<file path="config.mk">
export PLATFORM = sky130hd
export DESIGN_NAME = regulator_thermal_ctrl_regs
export DESIGN_NICKNAME = d
export VERILOG_FILES = /design/src/design/regulator_thermal_pkg.sv /design/src/design/regulator_thermal_ctrl_regs.sv
export SDC_FILE = /design/constraint.sdc
export NUM_CORES = 1
export LEC_CHECK = 0
export BUFFER_PORTS_ARGS = -buffer_cell sky130_fd_sc_hd__buf_4
export CORE_MARGIN = 10
export CORE_UTILIZATION = 40
export DETAILED_ROUTE_END_ITERATION = 6
export PLACE_DENSITY_LB_ADDON = 0.25
export SYNTH_ARGS = -nofsm -noshare
export SYNTH_HDL_FRONTEND = slang
export SYNTH_SLANG_ARGS = --single-unit
</file>
<file path="constraint.sdc">
create_clock -name sys_clk -period 8.4 [get_ports sys_clk]
set_clock_uncertainty 0.05 [all_clocks]
set_input_delay 1.26 -clock sys_clk [delete_from_list [all_inputs] [get_ports sys_clk]]
set_output_delay 1.26 -clock sys_clk [all_outputs]
set_load 0.02 [all_outputs]
</file>
<file path="src/design/regulator_thermal_pkg.sv">
// constants for the regulator and thermal register bank
package regulator_thermal_pkg;
    // ==========================================
    // register offsets
    localparam logic [7:0] six_ctrl_addr     = 8'h35;
    localparam logic [7:0] four_ctrl_addr    = 8'h36;
    localparam logic [7:0] three_ctrl_addr   = 8'h37;
    localparam logic [7:0] thermal_addr      = 8'h38;
    localparam logic [7:0] irq_status_addr   = 8'h3a;
    localparam logic [7:0] irq_mask_addr     = 8'h3b;
    localparam logic [7:0] tracking_addr     = 8'h3c;
    // ==========================================
    // field layout and reset values
    localparam logic [7:0] narrow_reg_mask   = 8'h7f;
    localparam logic [7:0] thermal_rw_mask   = 8'h0d;
    localparam logic [1:0] hd_sel_reset      = 2'h3;
    localparam logic       ts_enable_reset   = 1'h1;
    localparam logic [7:0] read_zero         = 8'h00;
    // ==========================================
    // supply state codes
    localparam logic [1:0] state_active      = 2'h1;
    localparam logic [1:0] state_sleep       = 2'h3;
    // ==========================================
    // voltage tables in millivolts
    localparam logic [4:0] narrow_floor_code = 5'h03;
    localparam logic [5:0] wide_floor_code   = 6'h04;
    localparam logic [11:0] narrow_base_mv   = 12'h3e8;
    localparam logic [11:0] narrow_step_mv   = 12'h064;
    localparam logic [11:0] wide_base_mv     = 12'h320;
    localparam logic [11:0] wide_step_mv     = 12'h032;
    localparam logic [5:0] wide_top_code     = 6'h32;
    localparam logic [4:0] narrow_top_code   = 5'h19;
endpackage : regulator_thermal_pkg

</file>
<file path="src/design/regulator_thermal_ctrl_regs.sv">
// control and status registers for three linear regulators and the thermal monitor
// Overview of operation
// (RULE1) regs three, six: 5-bit code, 1.0 to 3.3 V
// (RULE2) reg four: 6-bit code, 1.0 to 3.3 V
// (RULE3) reg four lowest codes give 0.8-0.9 V
// (RULE4) software keeps reg four code in range
// (RULE5) tracking makes reg four follow core rail
// (RULE6) supply state: 01 active, 11 sleep, else off
// (RULE7) field defaults come from boot configuration
// (RULE8) bit 5 reads hot-die detector
// (RULE9) bit 4 reads shutdown detector
// (RULE10) hot-die threshold select, resets to 3
// (RULE11) bit 0 enables shutdown monitor, resets 1
// (RULE12) bits 5:2 general reset, bit 0 turn-off reset
// (RULE13) reserved and read-only bits ignore writes
// (RULE14) detector inputs synchronised before use
//
// Implementation choice: strobed register access.
`timescale 1ns/100ps
`default_nettype none
module regulator_thermal_ctrl_regs
    import regulator_thermal_pkg::*;
(
    // clock and resets
    input  wire logic        sys_clk,
    input  wire logic        reset_n,
    input  wire logic        general_reset_n,
    // register port
    input  wire logic [7:0]  reg_addr,
    input  wire logic [7:0]  reg_wdata,
    input  wire logic        reg_write,
    input  wire logic        reg_read,
    output logic      [7:0]  reg_rdata,
    // boot configuration defaults
    input  wire logic        boot_load,
    input  wire logic [7:0]  boot_three,
    input  wire logic [7:0]  boot_four,
    input  wire logic [7:0]  boot_six,
    // thermal detectors and core rail
    input  wire logic        hot_die_raw,
    input  wire logic        shutdown_raw,
    input  wire logic        core_rail_one_active,
    input  wire logic [11:0] core_rail_one_mv,
    // regulator, thermal and interrupt outputs
    output logic      [11:0] linear_regulator_three_mv,
    output logic      [11:0] linear_regulator_four_mv,
    output logic      [11:0] linear_regulator_six_mv,
    output logic      [2:0]  regulator_on,
    output logic      [2:0]  regulator_sleep,
    output logic      [1:0]  hot_die_threshold_select,
    output logic             shutdown_monitor_enable,
    output logic             irq
);
    // ==========================================
    // state
    typedef struct packed {
        logic [7:0] three_r;
        logic [7:0] four_r;
        logic [7:0] six_r;
        logic       track_r;
        logic [1:0] hd_sel_r;
        logic [1:0] hd_sync_r;
        logic [1:0] ts_sync_r;
        logic [1:0] prev_r;
        logic [1:0] irq_stat_r;
        logic [1:0] irq_mask_r;
        logic [7:0] rdata_r;
        logic [11:0] v3_r;
        logic [11:0] v4_r;
        logic [11:0] v6_r;
        logic [2:0] on_r;
        logic [2:0] sleep_r;
        logic       ts_en_r;
    } state_type;

    state_type st_r;
    state_type st_nxt;

    // ==========================================
    // functions
    function automatic logic [11:0] narrow_mv(input logic [4:0] code); // [RULE1]
        logic [4:0] c;
        c = (code < narrow_floor_code) ? 5'h02 : code;
        if (c > narrow_top_code)
            c = narrow_top_code;
        narrow_mv = narrow_base_mv + 12'(c - 5'h02) * narrow_step_mv;
    endfunction : narrow_mv

    function automatic logic [11:0] wide_mv(input logic [5:0] code);
        logic [5:0] c;
        c = (code > wide_top_code) ? wide_top_code : code;
        // codes 0..2 give 0.8..0.9 V, code 3 holds at 1 V [RULE3]
        if (c == 6'h03)
            c = wide_floor_code;
        wide_mv = wide_base_mv + 12'(c) * wide_step_mv; // [RULE2]
    endfunction : wide_mv

    function automatic logic is_on(input logic [1:0] s); // [RULE6]
        is_on = (s == state_active) || (s == state_sleep);
    endfunction : is_on

    // anything outside this list reads as zero
    function automatic logic is_mapped(input logic [7:0] a); // [RULE13]
        is_mapped = (a == six_ctrl_addr) || (a == four_ctrl_addr) || (a == three_ctrl_addr)
                 || (a == thermal_addr) || (a == irq_status_addr) || (a == irq_mask_addr)
                 || (a == tracking_addr);
    endfunction : is_mapped

    // ==========================================
    // next state
    always_comb
    begin
        st_nxt = st_r;
        // first flop feeds only the second [RULE14]
        st_nxt.hd_sync_r = {st_r.hd_sync_r[0], hot_die_raw};
        st_nxt.ts_sync_r = {st_r.ts_sync_r[0], shutdown_raw};
        st_nxt.prev_r    = {st_r.hd_sync_r[1], st_r.ts_sync_r[1]};
        st_nxt.rdata_r   = read_zero;
        if (boot_load)
        begin
            // [RULE7]
            st_nxt.three_r = boot_three & narrow_reg_mask;
            st_nxt.six_r   = boot_six & narrow_reg_mask;
            st_nxt.four_r  = boot_four;
        end
        else if (reg_write)
        begin
            unique case (reg_addr)
                three_ctrl_addr: st_nxt.three_r = reg_wdata & narrow_reg_mask; // [RULE13]
                six_ctrl_addr:   st_nxt.six_r = reg_wdata & narrow_reg_mask;
                four_ctrl_addr:  st_nxt.four_r = reg_wdata; // range kept by software [RULE4]
                thermal_addr:    st_nxt.hd_sel_r = reg_wdata[3:2]; // [RULE10]
                irq_mask_addr:   st_nxt.irq_mask_r = reg_wdata[1:0];
                tracking_addr:   st_nxt.track_r = reg_wdata[0];
                default: ;
            endcase
        end
        // turn-off domain bit: boot load and general reset leave it alone
        if (reg_write && reg_addr == thermal_addr)
            st_nxt.ts_en_r = reg_wdata[0]; // [RULE11]
        if (reg_read && is_mapped(reg_addr))
        begin
            unique case (reg_addr)
                three_ctrl_addr: st_nxt.rdata_r = st_r.three_r;
                six_ctrl_addr:   st_nxt.rdata_r = st_r.six_r;
                four_ctrl_addr:  st_nxt.rdata_r = st_r.four_r;
                thermal_addr:    st_nxt.rdata_r = {2'h0, st_r.hd_sync_r[1], st_r.ts_sync_r[1],
                                                   st_r.hd_sel_r, 1'h0, st_r.ts_en_r}; // [RULE8] [RULE9]
                irq_status_addr: st_nxt.rdata_r = {6'h00, st_r.irq_stat_r};
                irq_mask_addr:   st_nxt.rdata_r = {6'h00, st_r.irq_mask_r};
                tracking_addr:   st_nxt.rdata_r = {7'h00, st_r.track_r};
                default:         st_nxt.rdata_r = read_zero;
            endcase
        end
        // rising detector edges are events; set wins over read clear
        if (reg_read && reg_addr == irq_status_addr)
            st_nxt.irq_stat_r = 2'h0;
        st_nxt.irq_stat_r = st_nxt.irq_stat_r
                          | ({st_r.hd_sync_r[1], st_r.ts_sync_r[1]} & ~st_r.prev_r);
        st_nxt.v3_r = narrow_mv(st_r.three_r[6:2]);
        st_nxt.v6_r = narrow_mv(st_r.six_r[6:2]);
        // [RULE5]
        if (st_r.track_r && core_rail_one_active)
            st_nxt.v4_r = core_rail_one_mv;
        else
            st_nxt.v4_r = wide_mv(st_r.four_r[7:2]);
        st_nxt.on_r    = {is_on(st_r.six_r[1:0]), is_on(st_r.four_r[1:0]),
                          is_on(st_r.three_r[1:0])};
        st_nxt.sleep_r = {st_r.six_r[1:0] == state_sleep, st_r.four_r[1:0] == state_sleep,
                          st_r.three_r[1:0] == state_sleep};
    end

    // ==========================================
    // registers: general reset sets threshold select to 3 and clears the detector synchronisers [RULE12]
    always_ff @(posedge sys_clk or negedge reset_n)
    begin
        if (!reset_n)
        begin
            st_r          <= '0;
            st_r.hd_sel_r <= hd_sel_reset;
            st_r.ts_en_r  <= ts_enable_reset; // [RULE11]
        end
        else if (!general_reset_n)
        begin
            st_r           <= st_nxt;
            st_r.hd_sel_r  <= hd_sel_reset;
            st_r.hd_sync_r <= 2'h0;
            st_r.ts_sync_r <= 2'h0;
        end
        else
            st_r <= st_nxt;
    end

    // ==========================================
    // outputs
    assign reg_rdata                 = st_r.rdata_r;
    assign linear_regulator_three_mv = st_r.v3_r;
    assign linear_regulator_four_mv  = st_r.v4_r;
    assign linear_regulator_six_mv   = st_r.v6_r;
    assign regulator_on              = st_r.on_r;
    assign regulator_sleep           = st_r.sleep_r;
    assign hot_die_threshold_select  = st_r.hd_sel_r;
    assign shutdown_monitor_enable   = st_r.ts_en_r;
    assign irq                       = |(st_r.irq_stat_r & st_r.irq_mask_r);

    // ==========================================
    // assertions
    a_reserved_bit_zero: assert property (@(posedge sys_clk) disable iff (!reset_n) // [RULE13]
        st_r.three_r[7] == 1'b0 && st_r.six_r[7] == 1'b0)
        else $error("reserved bit set");
    a_enable_write: assert property (@(posedge sys_clk) disable iff (!reset_n) // [RULE11]
        reg_write && reg_addr == thermal_addr |=> shutdown_monitor_enable == $past(reg_wdata[0]))
        else $error("shutdown enable not written");
    a_hd_sel_write: assert property (@(posedge sys_clk) disable iff (!reset_n) // [RULE10]
        reg_write && !boot_load && general_reset_n && reg_addr == thermal_addr
        |=> hot_die_threshold_select == $past(reg_wdata[3:2]))
        else $error("threshold select not written");
    a_hot_die_read: assert property (@(posedge sys_clk) disable iff (!reset_n) // [RULE8]
        reg_read && reg_addr == thermal_addr |=> reg_rdata[5] == $past(st_r.hd_sync_r[1]))
        else $error("hot die bit wrong");
    a_shutdown_read: assert property (@(posedge sys_clk) disable iff (!reset_n) // [RULE9]
        reg_read && reg_addr == thermal_addr |=> reg_rdata[4] == $past(st_r.ts_sync_r[1]))
        else $error("shutdown bit wrong");
    a_sync_delay: assert property (@(posedge sys_clk) disable iff (!reset_n || !general_reset_n) // [RULE14]
        $rose(st_r.hd_sync_r[1]) |-> $past(hot_die_raw, 2))
        else $error("hot die not two-flop synchronised");
    a_state_decode: assert property (@(posedge sys_clk) disable iff (!reset_n) // [RULE6]
        st_r.three_r[1:0] == 2'h2 && $stable(st_r.three_r) |=> !regulator_on[0])
        else $error("code 10 not off");
    a_track_follow: assert property (@(posedge sys_clk) disable iff (!reset_n) // [RULE5]
        st_r.track_r && core_rail_one_active |=> linear_regulator_four_mv == $past(core_rail_one_mv))
        else $error("tracking not followed");
    a_four_floor: assert property (@(posedge sys_clk) disable iff (!reset_n) // [RULE2]
        !st_r.track_r && st_r.four_r[7:2] == 6'h04 |=> linear_regulator_four_mv == 12'h3e8)
        else $error("reg four code 4 not 1 V");
    a_narrow_top: assert property (@(posedge sys_clk) disable iff (!reset_n) // [RULE1]
        st_r.three_r[6:2] == 5'h19 |=> linear_regulator_three_mv == 12'hce4)
        else $error("reg three top code not 3.3 V");

    // ==========================================
    // assertions: voltage codes and supply states
    a_six_top: assert property (@(posedge sys_clk) disable iff (!reset_n) // [RULE1]
        st_r.six_r[6:2] == narrow_top_code
        |=> linear_regulator_six_mv == 12'hce4)
        else $error("reg six top code not 3.3 V");
    a_narrow_floor: assert property (@(posedge sys_clk) disable iff (!reset_n) // [RULE1]
        st_r.three_r[6:2] < narrow_floor_code
        |=> linear_regulator_three_mv == 12'h3e8)
        else $error("reg three low codes not 1 V");
    a_narrow_step: assert property (@(posedge sys_clk) disable iff (!reset_n) // [RULE1]
        st_r.three_r[6:2] == 5'h03
        |=> linear_regulator_three_mv == 12'h44c)
        else $error("reg three code 3 not 1.1 V");
    a_four_low: assert property (@(posedge sys_clk) disable iff (!reset_n) // [RULE3]
        !st_r.track_r && st_r.four_r[7:2] == 6'h00
        |=> linear_regulator_four_mv == 12'h320)
        else $error("reg four code 0 not 0.8 V");
    a_four_code_one: assert property (@(posedge sys_clk) disable iff (!reset_n) // [RULE3]
        !st_r.track_r && st_r.four_r[7:2] == 6'h01
        |=> linear_regulator_four_mv == 12'h352)
        else $error("reg four code 1 not 0.85 V");
    a_four_code_two: assert property (@(posedge sys_clk) disable iff (!reset_n) // [RULE3]
        !st_r.track_r && st_r.four_r[7:2] == 6'h02
        |=> linear_regulator_four_mv == 12'h384)
        else $error("reg four code 2 not 0.9 V");
    a_four_gap: assert property (@(posedge sys_clk) disable iff (!reset_n) // [RULE2]
        !st_r.track_r && st_r.four_r[7:2] == 6'h03
        |=> linear_regulator_four_mv == 12'h3e8)
        else $error("reg four code 3 not 1 V");
    a_four_step: assert property (@(posedge sys_clk) disable iff (!reset_n) // [RULE2]
        !st_r.track_r && st_r.four_r[7:2] == 6'h05
        |=> linear_regulator_four_mv == 12'h41a)
        else $error("reg four code 5 not 1.05 V");
    a_four_top: assert property (@(posedge sys_clk) disable iff (!reset_n) // [RULE2]
        !st_r.track_r && st_r.four_r[7:2] == wide_top_code
        |=> linear_regulator_four_mv == 12'hce4)
        else $error("reg four top code not 3.3 V");
    a_active_decode: assert property (@(posedge sys_clk) disable iff (!reset_n) // [RULE6]
        st_r.three_r[1:0] == state_active
        |=> regulator_on[0] && !regulator_sleep[0])
        else $error("code 01 not active");
    a_three_sleep: assert property (@(posedge sys_clk) disable iff (!reset_n) // [RULE6]
        st_r.three_r[1:0] == state_sleep
        |=> regulator_on[0] && regulator_sleep[0])
        else $error("reg three code 11 not sleep");
    a_sleep_decode: assert property (@(posedge sys_clk) disable iff (!reset_n) // [RULE6]
        st_r.four_r[1:0] == state_sleep
        |=> regulator_on[1] && regulator_sleep[1])
        else $error("reg four code 11 not sleep");
    a_off_decode: assert property (@(posedge sys_clk) disable iff (!reset_n) // [RULE6]
        st_r.six_r[1:0] == 2'h0
        |=> !regulator_on[2] && !regulator_sleep[2])
        else $error("code 00 not off");

    // ==========================================
    // assertions: boot load, resets and shutdown synchroniser
    a_boot_four: assert property (@(posedge sys_clk) disable iff (!reset_n) // [RULE7]
        boot_load
        |=> st_r.four_r == $past(boot_four))
        else $error("boot value not loaded");
    a_boot_mask: assert property (@(posedge sys_clk) disable iff (!reset_n) // [RULE7]
        boot_load
        |=> st_r.six_r == ($past(boot_six) & narrow_reg_mask))
        else $error("boot value not masked");
    a_general_sel: assert property (@(posedge sys_clk) disable iff (!reset_n) // [RULE12]
        !general_reset_n
        |=> hot_die_threshold_select == hd_sel_reset)
        else $error("general reset missed threshold select");
    a_general_keep: assert property (@(posedge sys_clk) disable iff (!reset_n) // [RULE12]
        !general_reset_n && !reg_write
        |=> $stable(shutdown_monitor_enable))
        else $error("general reset touched monitor enable");
    a_ts_sync: assert property (@(posedge sys_clk) disable iff (!reset_n || !general_reset_n) // [RULE14]
        $rose(st_r.ts_sync_r[1])
        |-> $past(shutdown_raw, 2))
        else $error("shutdown not two-flop synchronised");

    // ==========================================
    // assertions: read path and events
    a_unmapped_zero: assert property (@(posedge sys_clk) disable iff (!reset_n) // [RULE13]
        reg_read && !is_mapped(reg_addr)
        |=> reg_rdata == read_zero)
        else $error("unmapped read not zero");
    a_rdata_idle: assert property (@(posedge sys_clk) disable iff (!reset_n) // [RULE13]
        !reg_read
        |=> reg_rdata == read_zero)
        else $error("read data not zero when idle");
    a_thermal_reserved: assert property (@(posedge sys_clk) disable iff (!reset_n) // [RULE13]
        reg_read && reg_addr == thermal_addr
        |=> reg_rdata[7:6] == 2'h0 && reg_rdata[1] == 1'b0)
        else $error("thermal reserved bits not zero");
    a_thermal_sel_read: assert property (@(posedge sys_clk) disable iff (!reset_n) // [RULE10]
        reg_read && reg_addr == thermal_addr
        |=> reg_rdata[3:2] == $past(hot_die_threshold_select))
        else $error("threshold select read wrong");
    a_enable_read: assert property (@(posedge sys_clk) disable iff (!reset_n) // [RULE11]
        reg_read && reg_addr == thermal_addr
        |=> reg_rdata[0] == $past(shutdown_monitor_enable))
        else $error("monitor enable read wrong");
    a_hd_event: assert property (@(posedge sys_clk) disable iff (!reset_n) // [RULE8]
        st_r.hd_sync_r[1] && !st_r.prev_r[1]
        |=> st_r.irq_stat_r[1])
        else $error("hot die rise not latched");
    a_ts_event: assert property (@(posedge sys_clk) disable iff (!reset_n) // [RULE9]
        st_r.ts_sync_r[1] && !st_r.prev_r[0]
        |=> st_r.irq_stat_r[0])
        else $error("shutdown rise not latched");
endmodule : regulator_thermal_ctrl_regs
`default_nettype wire

</file>
==> report_table.html <==
<table>
<tr><th>Metric</th><th>Value</th></tr>
<tr><th colspan="2">Power and ir drop</th></tr>
<tr><td>Fraction of power spent switching nets</td><td>36.0%</td></tr>
<tr><td>Combinational fraction of design power</td><td>44.0%</td></tr>
<tr><td>Total power density per cell area</td><td>250 nW/um^2</td></tr>
<tr><td>Net switching power</td><td>589 uW</td></tr>
<tr><td>Pint</td><td>1.05 mW</td></tr>
<tr><td>Final total power</td><td>1.63 mW</td></tr>
<tr><td>Static leakage</td><td>3.27 nW</td></tr>
<tr><td>Worst voltage drop across the vdd grid</td><td>0.114 mV</td></tr>
<tr><td>Sequential Power Share</td><td>30.8%</td></tr>
<tr><td>Portion of total power attributed to the clock network</td><td>25.2%</td></tr>
<tr><th colspan="2">Route</th></tr>
<tr><td>Post-DR vias/cell</td><td>5.03</td></tr>
<tr><td>Total wire length</td><td>13400 um</td></tr>
<tr><td>Detailed-router iteration count before antenna repair</td><td>5</td></tr>
<tr><td>Wirelength per Cell</td><td>16.7 um</td></tr>
<tr><td>Total vias in the final route</td><td>4041</td></tr>
<tr><td>Routed met1 length</td><td>5800 um</td></tr>
<tr><td>Drt initial violations</td><td>170</td></tr>
<tr><td>Uppermost signal routing layer after detailed routing</td><td>met4</td></tr>
<tr><td>Remaining number of nets flagged by the antenna check after routing</td><td>0</td></tr>
<tr><td>Met3 wire length</td><td>890 um</td></tr>
<tr><td>Detailed-route DRC error count</td><td>0</td></tr>
<tr><td>Met2 layer wire length in the routed design</td><td>6530 um</td></tr>
<tr><th colspan="2">Worst hold path</th></tr>
<tr><td>Worst hold path startpoint</td><td>st_r[55]$_DFF_PN0_</td></tr>
<tr><td>Kind of path behind the tightest hold check</td><td>register to register</td></tr>
<tr><th colspan="2">Setup path</th></tr>
<tr><td>Highest-delay cell along the critical path</td><td>dfrtp_1</td></tr>
<tr><td>CP arrival</td><td>4.63 ns</td></tr>
<tr><td>Critical path data required time</td><td>8.60 ns</td></tr>
<tr><td>Most repeated library cell on the critical path</td><td>ha_1</td></tr>
<tr><td>Sort of element at the start of the critical path</td><td>register</td></tr>
<tr><td>Endpoint type of the worst setup path</td><td>register</td></tr>
<tr><td>FF-to-FF Start</td><td>st_r[78]$_DFFE_PN0P_</td></tr>
<tr><td>Maximum fanout count along the critical path</td><td>10</td></tr>
<tr><td>Cells along the critical path</td><td>nand2_1, o21ai_0, ha_1, nand2b_1, or3_1, a21oi_1, a21oi_1, ha_1, ha_1, ha_1, fa_1, a211oi_2, nor2_1, xor2_2, o31a_2, o31ai_2</td></tr>
<tr><td>Critical path start-end classification</td><td>register to register</td></tr>
<tr><td>Critical Path Source</td><td>st_r[78]$_DFFE_PN0P_</td></tr>
<tr><td>Reg2Reg Setup Slack</td><td>3.97 ns</td></tr>
<tr><td>Slowest stage delay, CP</td><td>0.57 ns</td></tr>
<tr><th colspan="2">Synth</th></tr>
<tr><td>Count of synthesis-stage warnings from yosys</td><td>0</td></tr>
<tr><td>Share of the synthesized area in the top cell type</td><td>34.9%</td></tr>
<tr><td>Post-synth EDFFs</td><td>0</td></tr>
<tr><td>Most frequent cells after synthesis</td><td>dfrtp_1, buf_4, nand2_1</td></tr>
<tr><td>Async SR Flop Fraction</td><td>100%</td></tr>
<tr><td>Combined area of all synthesized cells</td><td>5670 sq um</td></tr>
<tr><td>Sequential share of the synthesized area</td><td>36.3%</td></tr>
<tr><td>Leading register cell type out of synthesis</td><td>dfrtp_1</td></tr>
<tr><td>Most area-hungry cell type in the Yosys netlist</td><td>dfrtp_1</td></tr>
<tr><td>Largest cells by area after synthesis</td><td>dfrtp_1, ha_1, buf_4</td></tr>
<tr><td>Leading cell type by number of instances after synthesis</td><td>dfrtp_1</td></tr>
<tr><td>Post-Syn Instances</td><td>571</td></tr>
<tr><td>Synthesis-stage register bit count</td><td>82</td></tr>
<tr><td>Synthesized area divided by synthesized cell count</td><td>9.92 sq um</td></tr>
<tr><td>Number of distinct library cells after synthesis</td><td>66</td></tr>
<tr><th colspan="2">Clock network</th></tr>
<tr><td>Clock-pin slew on the worst setup and hold paths</td><td>0.07 ns</td></tr>
<tr><td>Library cell used as clock root buffer</td><td>clkbuf_16</td></tr>
<tr><td>Total setup buffers inserted after CTS</td><td>0</td></tr>
<tr><td>Clock tree buffer depth</td><td>2</td></tr>
<tr><td>Number of gates given a new drive strength after cts</td><td>0</td></tr>
<tr><td>Num Clock Sinks</td><td>82</td></tr>
<tr><td>Clock H-tree levels</td><td>3</td></tr>
<tr><td>Clock tree from TritonCTS</td><td>done</td></tr>
<tr><td>Number of CTS-inserted buffers</td><td>9</td></tr>
<tr><td>Hold buffers post-CTS</td><td>0</td></tr>
<tr><td>Clk_lat worst skew</td><td>0.34 ns</td></tr>
<tr><th colspan="2">Place</th></tr>
<tr><td>Cell area reported after detailed placement</td><td>6220 sq um</td></tr>
<tr><td>Worst setup slack before clock tree synthesis</td><td>4.04 ns</td></tr>
<tr><td>GP Congestion</td><td>0.807</td></tr>
<tr><td>Total of buffers placed on input and output ports</td><td>108</td></tr>
<tr><td>Placed wire-length estimate after detailed placement</td><td>10600 um</td></tr>
<tr><th colspan="2">STA</th></tr>
<tr><td>Hold Slack</td><td>0.364 ns</td></tr>
<tr><td>Count of final hold-check violations</td><td>0</td></tr>
<tr><td>Headroom to the max-slew limit</td><td>31.5%</td></tr>
<tr><td>Final-layout setup total negative slack</td><td>0 ns</td></tr>
<tr><td>Clock period minus final worst setup slack</td><td>4.43 ns</td></tr>
<tr><td>Number of endpoints failing setup at the final stage</td><td>0</td></tr>
<tr><td>Setup slack of the critical path after layout</td><td>3.97 ns</td></tr>
<tr><td>Max-slew violations</td><td>0</td></tr>
<tr><td>Final worst path period share</td><td>52.7%</td></tr>
<tr><td>Setup repair after global routing missed its margin</td><td>false</td></tr>
<tr><td>Max Fclk</td><td>0.226 GHz</td></tr>
<tr><td>Tightest Pin Transition</td><td>1.03 ns</td></tr>
<tr><th colspan="2">Die</th></tr>
<tr><td>Die Area</td><td>19300 sq um</td></tr>
<tr><td>Floorplan die width</td><td>139 um</td></tr>
<tr><td>Starting density of the core</td><td>40.8%</td></tr>
<tr><td>Std-Cell Core Area</td><td>13900 sq um</td></tr>
<tr><td>Total I/O pin count</td><td>115</td></tr>
<tr><td>Overall die height</td><td>139 um</td></tr>
<tr><td>Row cnt</td><td>43</td></tr>
<tr><th colspan="2">Global routing</th></tr>
<tr><td>Total global routing overflow</td><td>0</td></tr>
<tr><td>Wire length of the first global-routing pass</td><td>21600 um</td></tr>
<tr><td>Number of global-route vias before repair</td><td>4150</td></tr>
<tr><td>Overall Global Routing Usage</td><td>13.7%</td></tr>
<tr><td>Pin count of the biggest net entering global routing</td><td>83</td></tr>
<tr><td>Antenna violations before repair</td><td>0</td></tr>
<tr><th colspan="2">Layout</th></tr>
<tr><td>Nets</td><td>738</td></tr>
<tr><td>Final non-filler cell area</td><td>6530 sq um</td></tr>
<tr><td>Number of diodes</td><td>0</td></tr>
<tr><td>Fraction of layout cells with a size suffix above 1</td><td>23.6%</td></tr>
<tr><td>Area growth, synth to finish</td><td>15.1%</td></tr>
<tr><th colspan="2">Job</th></tr>
<tr><td>Max Cap Viol</td><td>0</td></tr>
<tr><th colspan="2">Outcome</th></tr>
<tr><td>Outcome</td><td>completed</td></tr>
</table>
registers in the layout (all words and copies together) (netlist names):
| register | cells |
|---|---|
| hot_die_threshold_select | 2 |
| regulator_sleep | 3 |
| shutdown_monitor_enable | 1 |
| linear_regulator_four_mv | 12 |
| st_r | 29 |
| reg_rdata | 8 |
| regulator_on | 3 |
| linear_regulator_six_mv | 10 |
| linear_regulator_three_mv | 10 |
| st_nxt | 4 |
power by group through the flow:
stage | Sequential (mW) | Combinational (mW) | Clock [mW]
after floorplan | 0.496 | 0.607 | 0
after global placement | 0.509 | 0.708 | 0
after detailed placement | 0.511 | 0.726 | 0
after CTS | 0.504 | 0.732 | 0.421
after global routing | 0.511 | 0.797 | 0.437
final | 0.503 | 0.720 | 0.412
layout make-up:
cell class	count	area, sq um
clock buffers	13	260
clock inverters	3	46.3
fillers	1343	7360
inverters	25	93.8
multi-input cells	392	3030
flip-flops and latches	82	2060
well taps	180	225
repair buffers	108	811
routing by layer:
layer / global-route usage (%) / vias up
met2: 22.8 / 115
met5: 0 / -
li1: - / 2005
met4: 4.45 / 0
met3: 3.70 / 11
met1: 16.6 / 1910
cells in the final DEF (no fill, tap or decap), drive strengths merged, types with 4 or more instances in the layout:
cell	instances
xor2	18
a21oi	20
or3	4
nor3	8
buf	108
dfrtp	79
o211ai	4
nand2	55
nor3b	5
conb	8
mux2	13
nor2	26
nand3	8
o21ai	41
a21o	7
mux2i	23
and2	12
xnor2	19
fa	9
nor4	4
a22o	6
inv	26
ha	50
clkbuf	13
a22oi	6
nand2b	6
worst paths after layout:
check                                                    endpoint  depth (start not counted)
hold / removal                                 st_r[53]$_DFF_PN0_                          1
min in group asynchronous   linear_regulator_four_mv[3]$_DFF_PN0_                          1
setup / recovery           linear_regulator_four_mv[10]$_DFF_PN0_                         16
setup reg to reg           linear_regulator_four_mv[10]$_DFF_PN0_                         16
max in group asynchronous   linear_regulator_six_mv[11]$_DFF_PN0_                          1
hold reg to reg                                st_r[53]$_DFF_PN0_                          1
critical path: cells and delay by family (launching register included):
family	cells	cell delay, ns
AOI/OAI and AO/OA	6	1.30
xor gates and xnor gates	1	0.19
adders and majority gates	5	1.53
DFF	1	0.57
and+or+nand+nor	4	0.67
logic make-up (layout without fill, tap and decap cells):
kind of cell / Yosys count / after routing / synth area share [%]
buffers and inverters: 103 / 149 / 10.6
AO/OA/AOI/OAI: 104 / 104 / 11.8
flip-flops: 82 / 82 / 36.3
multiplexers: 36 / 36 / 6.65
other: 2 / 8 / 0.133
AND/OR/NAND/NOR: 147 / 147 / 14.2
XOR/XNOR: 37 / 37 / 5.85
adder cells (fa/ha/maj): 60 / 60 / 14.4
through the flow:
step	utilization, %	instances
2_1_floorplan	-	577
5_1_grt	47.0	803
4_1_cts	47.0	803
6_report	47.0	803
3_3_place_gp	44.8	787
3_5_place_dp	44.8	787
Power figures use the tool's default switching activity.
